<file path="config.mk">
export PLATFORM = sky130hd
export DESIGN_NAME = wakeup_measure_compare
export DESIGN_NICKNAME = d
export VERILOG_FILES = /design/src/include/wakeup_measure_compare_pkg.sv /design/src/hdl/wakeup_measure_compare.sv
export SDC_FILE = /design/constraint.sdc
export NUM_CORES = 1
export LEC_CHECK = 0
export ABC_CLOCK_PERIOD_IN_PS = 4200
export BUFFER_PORTS_ARGS = -buffer_cell sky130_fd_sc_hd__buf_4
export CAP_MARGIN = 25
export CORE_UTILIZATION = 23
export CTS_BUF_LIST = sky130_fd_sc_hd__clkbuf_4 sky130_fd_sc_hd__clkbuf_8 sky130_fd_sc_hd__clkbuf_16
export CTS_CLUSTER_DIAMETER = 30
export DETAILED_ROUTE_END_ITERATION = 6
export GPL_TIMING_DRIVEN = 0
export PLACE_DENSITY_LB_ADDON = 0.12
export SLEW_MARGIN = 20
export SYNTH_ARGS = -nofsm -noshare
export SYNTH_HDL_FRONTEND = slang
export SYNTH_SLANG_ARGS = --single-unit
</file>
<file path="constraint.sdc">
create_clock -name pclk -period 4.2 [get_ports pclk]
set_input_delay 0.42 -clock pclk [delete_from_list [all_inputs] [get_ports pclk]]
set_output_delay 0.42 -clock pclk [all_outputs]
set_load 0.01 [all_outputs]
</file>
<file path="src/include/wakeup_measure_compare_pkg.sv">
package wakeup_measure_compare_pkg;

  // ****************************************************************
  // register indices (byte address is four times the index)
  // ****************************************************************
  localparam logic [7:0] AMP_CFG_IDX    = 8'h32;
  localparam logic [7:0] AMP_REF_IDX    = 8'h33;
  localparam logic [7:0] AMP_AVG_IDX    = 8'h34;
  localparam logic [7:0] AMP_RES_IDX    = 8'h35;
  localparam logic [7:0] PHS_CFG_IDX    = 8'h36;
  localparam logic [7:0] PHS_REF_IDX    = 8'h37;
  localparam logic [7:0] PHS_AVG_IDX    = 8'h38;
  localparam logic [7:0] PHS_RES_IDX    = 8'h39;
  localparam logic [7:0] CAP_CFG_IDX    = 8'h3A;
  localparam logic [7:0] CAP_REF_IDX    = 8'h3B;
  localparam logic [7:0] CAP_AVG_IDX    = 8'h3C;
  localparam logic [7:0] CAP_RES_IDX    = 8'h3D;
  localparam logic [7:0] WAKE_CTRL_IDX  = 8'h40;
  localparam logic [7:0] IRQ_STATUS_IDX = 8'h41;
  localparam logic [7:0] IRQ_MASK_IDX   = 8'h42;
  localparam logic [7:0] COMMAND_IDX    = 8'h43;

  // ****************************************************************
  // field layout of a measurement configuration register
  // ****************************************************************
  localparam int THRESHOLD_MSB = 7;
  localparam int THRESHOLD_LSB = 4;
  localparam int FOLD_BIT      = 3;
  localparam int WEIGHT_MSB    = 2;
  localparam int WEIGHT_LSB    = 1;
  localparam int SOURCE_BIT    = 0;
  localparam logic [2:0] WEIGHT_SHIFT_BASE = 3'h2;   // code 00 means weight 4

  // ****************************************************************
  // channels, control and command bits, reset values
  // ****************************************************************
  localparam int CH_AMP = 0;
  localparam int CH_PHS = 1;
  localparam int CH_CAP = 2;
  localparam int NUM_CH = 3;
  localparam int CMD_DEFAULT_BIT = 0;
  localparam logic [7:0]  REG_RESET  = 8'h00;
  localparam logic [31:0] READ_ZERO  = 32'h0000_0000;

  typedef enum logic [1:0] {
    seq_idle,
    seq_issue,
    seq_wait
  } seq_state_t;

endpackage : wakeup_measure_compare_pkg

</file>
<file path="src/hdl/wakeup_measure_compare.sv">
`timescale 1ns/1ps

// Functional notes
// - phase threshold in upper nibble raises interrupt
// - capacitance threshold in upper nibble raises interrupt
// - bit 3 folds triggering sample into average
// - bits 2:1 weight codes give 4/8/16/32
// - phase bit 0 picks reference or average
// - capacitance bit 0 picks reference or average
// - writable amplitude reference at 33h
// - writable phase reference at 37h
// - amplitude average 34h, result 35h, read-only
// - phase average 38h, result 39h, read-only
// - config and references zero on reset/default
// - result and average views zero likewise
// - timer expiry runs enabled measurements, compares
// - amplitude config shares the phase layout
module wakeup_measure_compare (
  // clock and reset
  input  wire logic        pclk,
  input  wire logic        presetn,
  // apb slave
  input  wire logic        psel,
  input  wire logic        penable,
  input  wire logic        pwrite,
  input  wire logic [11:0] paddr,
  input  wire logic [31:0] pwdata,
  output logic             pready,
  output logic [31:0]      prdata,
  output logic             pslverr,
  // wake-up timer and measurement front end
  input  wire logic        timer_expiry,
  input  wire logic        meas_done,
  input  wire logic [7:0]  meas_value,
  output logic             meas_start,
  output logic [1:0]       meas_channel,
  // interrupt
  output logic             irq
);

  // ****************************************************************
  // registers and state
  // ****************************************************************
  logic [7:0] cfg      [wakeup_measure_compare_pkg::NUM_CH];
  logic [7:0] baseline [wakeup_measure_compare_pkg::NUM_CH];
  logic [7:0] mean     [wakeup_measure_compare_pkg::NUM_CH];
  logic [7:0] latest   [wakeup_measure_compare_pkg::NUM_CH];
  logic [2:0] wake_enable;
  logic [2:0] irq_status;
  logic [2:0] irq_mask;
  logic [2:0] pending;
  wakeup_measure_compare_pkg::seq_state_t seq_state;

  // ****************************************************************
  // bus decode
  // ****************************************************************
  logic       access;
  logic       commit_wr;
  logic       addr_ok;
  logic [7:0] idx;
  logic       set_default;
  logic       take;
  logic [2:0] take_ch;
  logic [2:0] hit;
  logic [7:0] next_mean [wakeup_measure_compare_pkg::NUM_CH];
  logic [7:0] sel_ref   [wakeup_measure_compare_pkg::NUM_CH];
  logic [7:0] abs_diff  [wakeup_measure_compare_pkg::NUM_CH];

  // access phase, a committed write, and the register index
  assign access    = psel & penable;
  assign commit_wr = access & pready & pwrite;
  assign idx       = paddr[9:2];
  assign addr_ok   = (paddr[1:0] == 2'h0) && (paddr[11:10] == 2'h0) &&
                     ((idx >= wakeup_measure_compare_pkg::AMP_CFG_IDX &&
                       idx <= wakeup_measure_compare_pkg::CAP_RES_IDX) ||
                      (idx >= wakeup_measure_compare_pkg::WAKE_CTRL_IDX &&
                       idx <= wakeup_measure_compare_pkg::COMMAND_IDX));
  assign set_default = commit_wr && addr_ok &&
                       idx == wakeup_measure_compare_pkg::COMMAND_IDX &&
                       pwdata[wakeup_measure_compare_pkg::CMD_DEFAULT_BIT];

  // a finished measurement is taken only while waiting for it
  assign take = (seq_state == wakeup_measure_compare_pkg::seq_wait) && meas_done;
  assign take_ch = take ? (3'h1 << meas_channel) : 3'h0;

  // ****************************************************************
  // per-channel compare and averaging
  // ****************************************************************
  for (genvar c = 0; c < wakeup_measure_compare_pkg::NUM_CH; c++) begin : g_ch
    logic signed [8:0] ref_delta;
    logic signed [8:0] mean_delta;
    logic signed [8:0] mean_step;
    logic        [2:0] shift;

    // baseline source select, shared layout on all channels
    assign sel_ref[c] = cfg[c][wakeup_measure_compare_pkg::SOURCE_BIT] ? mean[c]
                                                                      : baseline[c];
    // strict greater-than on the absolute difference
    assign ref_delta   = $signed({1'b0, meas_value}) - $signed({1'b0, sel_ref[c]});
    assign abs_diff[c] = ref_delta[8] ? 8'(-ref_delta) : ref_delta[7:0];
    assign hit[c]      = abs_diff[c] > {4'h0, cfg[c][wakeup_measure_compare_pkg::THRESHOLD_MSB:
                                                   wakeup_measure_compare_pkg::THRESHOLD_LSB]};
    // weight code 0..3 shifts the difference by 2..5
    assign shift = wakeup_measure_compare_pkg::WEIGHT_SHIFT_BASE +
                   {1'b0, cfg[c][wakeup_measure_compare_pkg::WEIGHT_MSB:
                                 wakeup_measure_compare_pkg::WEIGHT_LSB]};
    assign mean_delta   = $signed({1'b0, meas_value}) - $signed({1'b0, mean[c]});
    assign mean_step    = mean_delta >>> shift;
    assign next_mean[c] = mean[c] + mean_step[7:0];
  end

  // ****************************************************************
  // apb answer: one wait cycle, registered data and error
  // ****************************************************************
  always_ff @(posedge pclk or negedge presetn) begin
    if (!presetn) begin
      pready  <= 1'b0;
      pslverr <= 1'b0;
    end else begin
      pready  <= access & ~pready;
      pslverr <= access & ~pready & ~addr_ok;
    end
  end

  // read multiplexer, captured on the same edge that raises pready
  always_ff @(posedge pclk or negedge presetn) begin
    if (!presetn) begin
      prdata <= wakeup_measure_compare_pkg::READ_ZERO;
    end else if (access && !pready && !pwrite && addr_ok) begin
      case (idx)
        wakeup_measure_compare_pkg::AMP_CFG_IDX:    prdata <= {24'h0, cfg[0]};
        wakeup_measure_compare_pkg::AMP_REF_IDX:    prdata <= {24'h0, baseline[0]};
        wakeup_measure_compare_pkg::AMP_AVG_IDX:    prdata <= {24'h0, mean[0]};
        wakeup_measure_compare_pkg::AMP_RES_IDX:    prdata <= {24'h0, latest[0]};
        wakeup_measure_compare_pkg::PHS_CFG_IDX:    prdata <= {24'h0, cfg[1]};
        wakeup_measure_compare_pkg::PHS_REF_IDX:    prdata <= {24'h0, baseline[1]};
        wakeup_measure_compare_pkg::PHS_AVG_IDX:    prdata <= {24'h0, mean[1]};
        wakeup_measure_compare_pkg::PHS_RES_IDX:    prdata <= {24'h0, latest[1]};
        wakeup_measure_compare_pkg::CAP_CFG_IDX:    prdata <= {24'h0, cfg[2]};
        wakeup_measure_compare_pkg::CAP_REF_IDX:    prdata <= {24'h0, baseline[2]};
        wakeup_measure_compare_pkg::CAP_AVG_IDX:    prdata <= {24'h0, mean[2]};
        wakeup_measure_compare_pkg::CAP_RES_IDX:    prdata <= {24'h0, latest[2]};
        wakeup_measure_compare_pkg::WAKE_CTRL_IDX:  prdata <= {29'h0, wake_enable};
        wakeup_measure_compare_pkg::IRQ_STATUS_IDX: prdata <= {29'h0, irq_status};
        wakeup_measure_compare_pkg::IRQ_MASK_IDX:   prdata <= {29'h0, irq_mask};
        default:                                    prdata <= wakeup_measure_compare_pkg::READ_ZERO;
      endcase
    end else if (access && !pready) begin
      prdata <= wakeup_measure_compare_pkg::READ_ZERO;
    end
  end

  // ****************************************************************
  // software-written configuration, references and control
  // ****************************************************************
  always_ff @(posedge pclk or negedge presetn) begin
    if (!presetn) begin
      for (int c = 0; c < wakeup_measure_compare_pkg::NUM_CH; c++) begin
        cfg[c]      <= wakeup_measure_compare_pkg::REG_RESET;
        baseline[c] <= wakeup_measure_compare_pkg::REG_RESET;
      end
      wake_enable <= 3'h0;
      irq_mask    <= 3'h0;
    end else if (set_default) begin
      for (int c = 0; c < wakeup_measure_compare_pkg::NUM_CH; c++) begin
        cfg[c]      <= wakeup_measure_compare_pkg::REG_RESET;
        baseline[c] <= wakeup_measure_compare_pkg::REG_RESET;
      end
      wake_enable <= 3'h0;
      irq_mask    <= 3'h0;
    end else if (commit_wr && addr_ok) begin
      case (idx)
        wakeup_measure_compare_pkg::AMP_CFG_IDX:   cfg[0]      <= pwdata[7:0];
        wakeup_measure_compare_pkg::AMP_REF_IDX:   baseline[0] <= pwdata[7:0];
        wakeup_measure_compare_pkg::PHS_CFG_IDX:   cfg[1]      <= pwdata[7:0];
        wakeup_measure_compare_pkg::PHS_REF_IDX:   baseline[1] <= pwdata[7:0];
        wakeup_measure_compare_pkg::CAP_CFG_IDX:   cfg[2]      <= pwdata[7:0];
        wakeup_measure_compare_pkg::CAP_REF_IDX:   baseline[2] <= pwdata[7:0];
        wakeup_measure_compare_pkg::WAKE_CTRL_IDX: wake_enable <= pwdata[2:0];
        wakeup_measure_compare_pkg::IRQ_MASK_IDX:  irq_mask    <= pwdata[2:0];
        default: ;
      endcase
    end
  end

  // ****************************************************************
  // measurement sequencer, one request per enabled channel
  // ****************************************************************
  always_ff @(posedge pclk or negedge presetn) begin
    if (!presetn) begin
      seq_state    <= wakeup_measure_compare_pkg::seq_idle;
      pending      <= 3'h0;
      meas_start   <= 1'b0;
      meas_channel <= 2'h0;
    end else if (set_default) begin
      seq_state  <= wakeup_measure_compare_pkg::seq_idle;
      pending    <= 3'h0;
      meas_start <= 1'b0;
    end else begin
      meas_start <= 1'b0;
      case (seq_state)
        wakeup_measure_compare_pkg::seq_idle: begin
          if (timer_expiry && wake_enable != 3'h0) begin
            pending   <= wake_enable;
            seq_state <= wakeup_measure_compare_pkg::seq_issue;
          end
        end
        wakeup_measure_compare_pkg::seq_issue: begin
          // lowest pending channel first: amplitude, phase, capacitance
          meas_start <= 1'b1;
          seq_state  <= wakeup_measure_compare_pkg::seq_wait;
          if (pending[0]) begin
            meas_channel <= 2'h0;
            pending[0]   <= 1'b0;
          end else if (pending[1]) begin
            meas_channel <= 2'h1;
            pending[1]   <= 1'b0;
          end else begin
            meas_channel <= 2'h2;
            pending[2]   <= 1'b0;
          end
        end
        wakeup_measure_compare_pkg::seq_wait: begin
          if (meas_done) begin
            seq_state <= (pending == 3'h0) ? wakeup_measure_compare_pkg::seq_idle
                                           : wakeup_measure_compare_pkg::seq_issue;
          end
        end
        default: seq_state <= wakeup_measure_compare_pkg::seq_idle;
      endcase
    end
  end

  // ****************************************************************
  // result and running-average views
  // ****************************************************************
  always_ff @(posedge pclk or negedge presetn) begin
    if (!presetn) begin
      for (int c = 0; c < wakeup_measure_compare_pkg::NUM_CH; c++) begin
        mean[c]   <= wakeup_measure_compare_pkg::REG_RESET;
        latest[c] <= wakeup_measure_compare_pkg::REG_RESET;
      end
    end else if (set_default) begin
      for (int c = 0; c < wakeup_measure_compare_pkg::NUM_CH; c++) begin
        mean[c]   <= wakeup_measure_compare_pkg::REG_RESET;
        latest[c] <= wakeup_measure_compare_pkg::REG_RESET;
      end
    end else begin
      for (int c = 0; c < wakeup_measure_compare_pkg::NUM_CH; c++) begin
        if (take_ch[c]) begin
          latest[c] <= meas_value;
          // a triggering sample joins the average only when folding is on
          if (!hit[c] || cfg[c][wakeup_measure_compare_pkg::FOLD_BIT]) begin
            mean[c] <= next_mean[c];
          end
        end
      end
    end
  end

  // ****************************************************************
  // interrupt status (write one to clear, set wins) and output
  // ****************************************************************
  always_ff @(posedge pclk or negedge presetn) begin
    if (!presetn) begin
      irq_status <= 3'h0;
    end else if (set_default) begin
      irq_status <= 3'h0;
    end else begin
      irq_status <= (irq_status &
                     ~((commit_wr && addr_ok &&
                        idx == wakeup_measure_compare_pkg::IRQ_STATUS_IDX) ? pwdata[2:0] : 3'h0))
                    | (take_ch & hit);
    end
  end

  // level interrupt while an unmasked status bit is set
  always_ff @(posedge pclk or negedge presetn) begin
    if (!presetn) begin
      irq <= 1'b0;
    end else begin
      irq <= |(irq_status & irq_mask);
    end
  end

  logic [7:0] phs_thr;
  logic [7:0] cap_thr;
  assign phs_thr = {4'h0, cfg[1][7:4]};
  assign cap_thr = {4'h0, cfg[2][7:4]};
endmodule : wakeup_measure_compare

</file>
* After elaboration in Yosys (flattened, before gate mapping)
Index checks and enable logic that the tools add are counted.
** Cells by class
- Add/subtract/negate cells :: 15
- $mul :: 0
- Div/mod/pow operators :: 0
- Order comparisons :: 7
- Equal/unequal tests :: 22
- Shift-type cells :: 4
- Multiplexer cells :: 53
- Bitwise gates (word level) :: 13
- Reduce and logical (&&, ||, !) cells :: 61
** Operators by type and width (number)
- 8-bit two-way mux :: 21
- 24-bit two-way mux :: 6
- 8-bit one-hot mux with 15 select lines :: 1
- 8-bit by 6-bit equality test with 1-bit output (second input constant) :: 12
- 32-bit two-way mux :: 2
- 8-bit by 8-bit subtractor with 9-bit output :: 6
- 3-bit two-way mux :: 11
- 8-bit by 7-bit equality test with 1-bit output (second input constant) :: 4
- 2-bit nonzero test :: 16
- 2-bit AND reduction :: 14
- 9-bit by 3-bit >>> shifter with 8-bit output :: 3
- 8-bit adder :: 3
- 8-bit by 4-bit > comparator with 1-bit output :: 3
- 8-bit negation :: 3
- 1-bit logical AND :: 13
- 2-bit two-way mux :: 6
- 3-bit != test (second input constant) :: 4
- 2-bit by 2-bit adder with 3-bit output (first input constant) :: 3
- 3-bit bitwise AND :: 3
- 8-bit by 6-bit >= comparator with 1-bit output (second input constant) :: 1
- 8-bit by 7-bit >= comparator with 1-bit output (second input constant) :: 1
- 8-bit by 6-bit <= comparator with 1-bit output (second input constant) :: 1
- 8-bit by 7-bit <= comparator with 1-bit output (second input constant) :: 1
- 2-bit zero test :: 3
- 17 further kinds :: 34
** Word-level totals
- Register bits :: 148
- Latch bits :: 0
- Bits in writable memories :: 0
- ROM bits :: 0
- Bits of input ports :: 59
- Output and inout port bits :: 38
- Word-level logic and storage cells :: 200
- Memories kept :: 0

* Longest topological paths before layout
- Depth after elaboration :: 11
- Depth in mapped cells :: 21
- Mapped depth without buffers :: 21

* Worst setup path after synthesis
Ideal clock, no wire load.
- Path type :: reg2reg
- Start :: register cfg[16] (netlist bit)
- End :: register mean[23] (netlist bit)
- Setup time :: 119 ps
- Arrival time :: 4367 ps
- Data required time :: 4081 ps
- Slack :: -286 ps
- Cell stages (with the launch flop) :: 22
- Buffers on the path :: 2
- Clock period less this slack :: 4486 ps
- Cells stage by stage :: dfrtp_1 -> clkbuf_1 -> mux2_2 -> ha_1 -> fa_1 -> nand2b_1 -> a21oi_2 -> o311a_1 -> or2_1 -> buf_6 -> nor2_1 -> a21oi_1 -> ha_1 -> nor2b_1 -> o21ai_0 -> nand2b_1 -> a21oi_1 -> a41oi_1 -> a21o_1 -> o41ai_4 -> a31oi_1 -> o21a_1
** On the way
- Longest elaborated chain between the ends :: 9
** RTL lines
- from (decl) :: RTL line wakeup_measure_compare.sv:44 : logic [7:0] cfg [wakeup_measure_compare_pkg::NUM_CH];
- from (signal, indexed assignment) :: RTL line wakeup_measure_compare.sv:159 : cfg[c] <= wakeup_measure_compare_pkg::REG_RESET;
- from (signal, indexed assignment) :: RTL line wakeup_measure_compare.sv:166 : cfg[c] <= wakeup_measure_compare_pkg::REG_RESET;
- 8-bit two-way mux * :: RTL line wakeup_measure_compare.sv:96 : assign sel_ref[c] = cfg[c][wakeup_measure_compare_pkg::SOURCE_BIT] ? mean[c]
- 8-bit by 8-bit subtractor with 9-bit output * :: RTL line wakeup_measure_compare.sv:99 : assign ref_delta = $signed({1'b0, meas_value}) - $signed({1'b0, sel_ref[c]});
- 8-bit negation :: RTL line wakeup_measure_compare.sv:100 : assign abs_diff[c] = ref_delta[8] ? 8'(-ref_delta) : ref_delta[7:0];
- 8-bit two-way mux * :: RTL line wakeup_measure_compare.sv:100
- 8-bit by 4-bit > comparator with 1-bit output * :: RTL line wakeup_measure_compare.sv:101 : assign hit[c] = abs_diff[c] > {4'h0, cfg[c][wakeup_measure_compare_pkg::THRESHOLD_MSB:
- 1-bit zero test * :: RTL line wakeup_measure_compare.sv:253 : if (!hit[c] || cfg[c][wakeup_measure_compare_pkg::FOLD_BIT]) begin
- 1-bit logical OR * :: RTL line wakeup_measure_compare.sv:253
- 2-bit nonzero test (no line) *
- 2-bit AND reduction (no line) *
- to (signal, indexed assignment) :: RTL line wakeup_measure_compare.sv:240 : mean[c] <= wakeup_measure_compare_pkg::REG_RESET;
- to (signal, indexed assignment) :: RTL line wakeup_measure_compare.sv:245 : mean[c] <= wakeup_measure_compare_pkg::REG_RESET;
- to (signal, indexed assignment) :: RTL line wakeup_measure_compare.sv:254 : mean[c] <= next_mean[c];
- to (decl) :: RTL line wakeup_measure_compare.sv:46 : logic [7:0] mean [wakeup_measure_compare_pkg::NUM_CH];
Every way passes the cells marked *; elsewhere a longest branch is shown, timed or not.
A chain may end at the register's enable or synchronous reset.

* Final worst setup path
- Start :: register cfg[16] (netlist bit)
- End :: register mean[19] (netlist bit)
The elaborated chain is that of the path after synthesis.

==> flow_summary.ini <==
[run_status]
outcome = finished with violations
violations = negative setup slack

[floorplan]
die_area_um2 = 45800
die_y_um = 214
start_util_pct = 23.3
pin_count = 97
core_region_area_um2 = 44300
die_w_um = 214
fp-row-count = 77

[clocking]
cts-buffers-inserted = 17
worstSkewPairLatency_ps = 430
clock_sinks = 124
cts_tree = done
cts.htree.levels = 4
root_buffer = clkbuf_16
clkTransAtPathRegs_ps = 60
clock_path_buffers = 2

[route]
wl_per_cell_um = 20.9
drt_iter0_drc = 718
drt-pass1-iter-count = 5
remaining_drc_errors = 0
vias = 9780
drt-total-wl_um = 41300
detail-route-antenna-nets = 0
viasPerCell = 4.95

[placement]
placed_cells = 1893
portBuffers = 46
preCtsSetupSlack_ps = -723
dp_hpwl_um = 30500
place_area_um2 = 11600
gp_congestion = 0.851

[sta]
setup_ws_ps = -57.9
setup_viol = 7
relSlewSlack_pct = 19.3
fin_crit_ps = 4260
hold_viol = 0
tightest_slew_ps = 1210
max_freq_mhz = 235
rsz0062_at_grt = true
final_max_slew_viol_count = 0
period_share_pct = 101
skew_ps = 10.7

[synthesis]
synthFlopType = dfrtp_1
synthDistinctLibCells = 84
ys_warn_count = 0
synth-xor-area-share_pct = 3.98
synth_top_family_by_area = compound AO/OA/AOI/OAI gates
synth_fa_ha_area_share_pct = 11.0
synth_edf_count = 0
synth_simple_gate_area_share_pct = 18.0
synth_seq_area_share_pct = 30.0
synth_compound_area_share_pct = 25.7
synthCells = 1229
synth_seq_cells = 124
muxShareOfSynthArea_pct = 5.49
synth_async_sr_flop_share_pct = 100
postSynthAreaPerCell_um2 = 8.41
synth.cell_area_um2 = 10300

[cells_and_area]
drive_gt1_share_pct = 21.3
finish.utilization_pct = 29.6
fillers = 4748
layout.nets = 1515
instances_no_fill = 1975
final_area_um2 = 13100
syn2layout_area_growth_pct = 27.0

[hold_path]
hold_depth = 3
hp-class = in -> reg

[job]
cap_violations = 0

[global_route]
antenna_found_initial = 0
grt_overflow_total = 0
grtUsageTotal_pct = 17.9
first_global_vias = 9747
grt_max_degree = 69
grt_first_pass_wirelength_um = 61800

[pwr]
seqPwrFrac_pct = 35.6
p_sw_share_pct = 30.2
p_leak_nw = 5.57
p_per_area_nw_per_um2 = 259
power_switching_mw = 1.03
p_comb_share_pct = 20.7
p_total_mw = 3.41
irDropWorstVdd_uv = 244
clkPwrFrac_pct = 43.7
cell_internal_pwr_mw = 2.38

[critical_path]
end_kind = register
arrival_ps = 4540
cp-start-kind = register
rrSetupSlack_ps = -60
crit_type = reg -> reg
worst_ep_required_time_ps = 4480
cp_max_fo = 6
reg2reg_depth = 22
## synth_stat cells, types with 19 or more instances
cell / instances / area [um^2]
nand2_1: 172 / 646
dfrtp_1: 124 / 3100
a21oi_1: 85 / 425
ha_1: 81 / 1010
nor2_1: 74 / 278
o21ai_0: 59 / 295
inv_1: 53 / 199
o21ai_1: 47 / 235
clkbuf_1: 32 / 120
mux2i_1: 32 / 320
a21o_1: 31 / 233
nand3_1: 28 / 140
xnor2_1: 28 / 245
buf_4: 25 / 188
nand2b_1: 21 / 131
xor2_1: 19 / 166
## worst max-delay path: stages, from the launching register on
cell and delay [ps]:
dfrtp_1 390, buf_8 140, mux2_4 310, ha_4 170, fa_2 350, nand2b_4 170
a21oi_4 130, o311a_1 220, or2_1 130, buf_6 120, nor2_4 30, a21oi_2 100
ha_1 250, nor2b_4 130, o21ai_1 110, nand2b_1 80, a21oi_2 140, a41oi_2 50
a21o_1 240, buf_4 150, o41a_1 450, o21ai_1 180, a21oi_1 80
## metal layers
layer  wire length (um)  global-route usage, %  vias to the layer above  share of wire [%]
li1                   -                      -                     4746                  -
met1              20100                   24.7                     4791                 49
met2              18900                   28.7                      189                 46
met3               1380                   2.74                       54                3.3
met4                887                   5.32                        0                2.1
met5                  0                      0                        -                  0
## power by group through the flow
stage	Combinational [mW]	Clock (mW)	Sequential (mW)
3_3_place_gp	0.621	0	1.24
5_1_grt	0.782	1.56	1.21
3_5_place_dp	0.625	0	1.24
4_1_cts	0.663	1.51	1.21
6_report	0.705	1.49	1.21
2_1_floorplan	0.423	0	1.23
## state kept, by name (all words and copies together) (netlist names)
name          flops
baseline         24
latest           24
mean             24
cfg              20
prdata            8
cap_thr           4
irq_mask          3
irq_status        3
pending           3
wake_enable       3
meas_channel      2
seq_state         2
irq               1
meas_start        1
pready            1
pslverr           1
## cell families after synthesis
| family | Yosys count |
|---|---|
| compound gates | 396 |
| xor+xnor | 47 |
| fa+ha+maj | 87 |
| buf+inv | 129 |
| flops | 124 |
| mux | 48 |
| other cells | 1 |
| simple gates | 397 |
## timing repair
action / in CTS / in global routing
buffers inserted: 25 / 21
cloned: 1 / 2
setup endpoints to repair: 27 / 25
resized for setup: 51 / 82
pin swaps: 19 / 35
hold endpoints to repair: 56 / 0
hold buffers: 1 / 0
## cells in the final DEF (no fill, tap or decap), drive strengths merged, types with 21 or more instances in the layout
master  synthesis  routed
nand2         172     172
buf            44     144
dfrtp         124     124
o21ai         107     107
a21oi          93      93
ha             81      81
nor2           75      75
inv            53      53
clkbuf         32      47
mux2i          32      32
a21o           31      31
xnor2          28      28
nand3          28      28
conb            1      24
nand2b         21      21
## final cells by class
cell class	instances	area [um^2]	area share, %
diodes	1	2.50	0.0191
repair buffers	99	831	6.33
clock inverters	14	149	1.13
plain buffers	75	458	3.49
flip-flops and latches	124	3110	23.7
inverters	53	199	1.51
multi-input cells	999	7210	54.9
well taps	592	741	5.64
clock buffers	18	433	3.30
## path summary, 6_finish.rpt
path                            startpoint     endpoint
min in group asynchronous          presetn      mean[0]
worst max register to register     cfg[16]     mean[19]
max in group asynchronous          presetn    latest[7]
worst min register to register   prdata[1]    prdata[1]
worst min-delay path             pwdata[2]  irq_mask[2]
worst max-delay path               cfg[16]     mean[19]
## per-stage QoR
step                setup TNS [ps]  hold WS (ps)
detailed placement          -15250           397
global placement            -15020           473
floorplan                        0           124
global route                 -2780           298
CTS                           -589           285
finish                        -316           295
(Power assumes the default switching activity.)
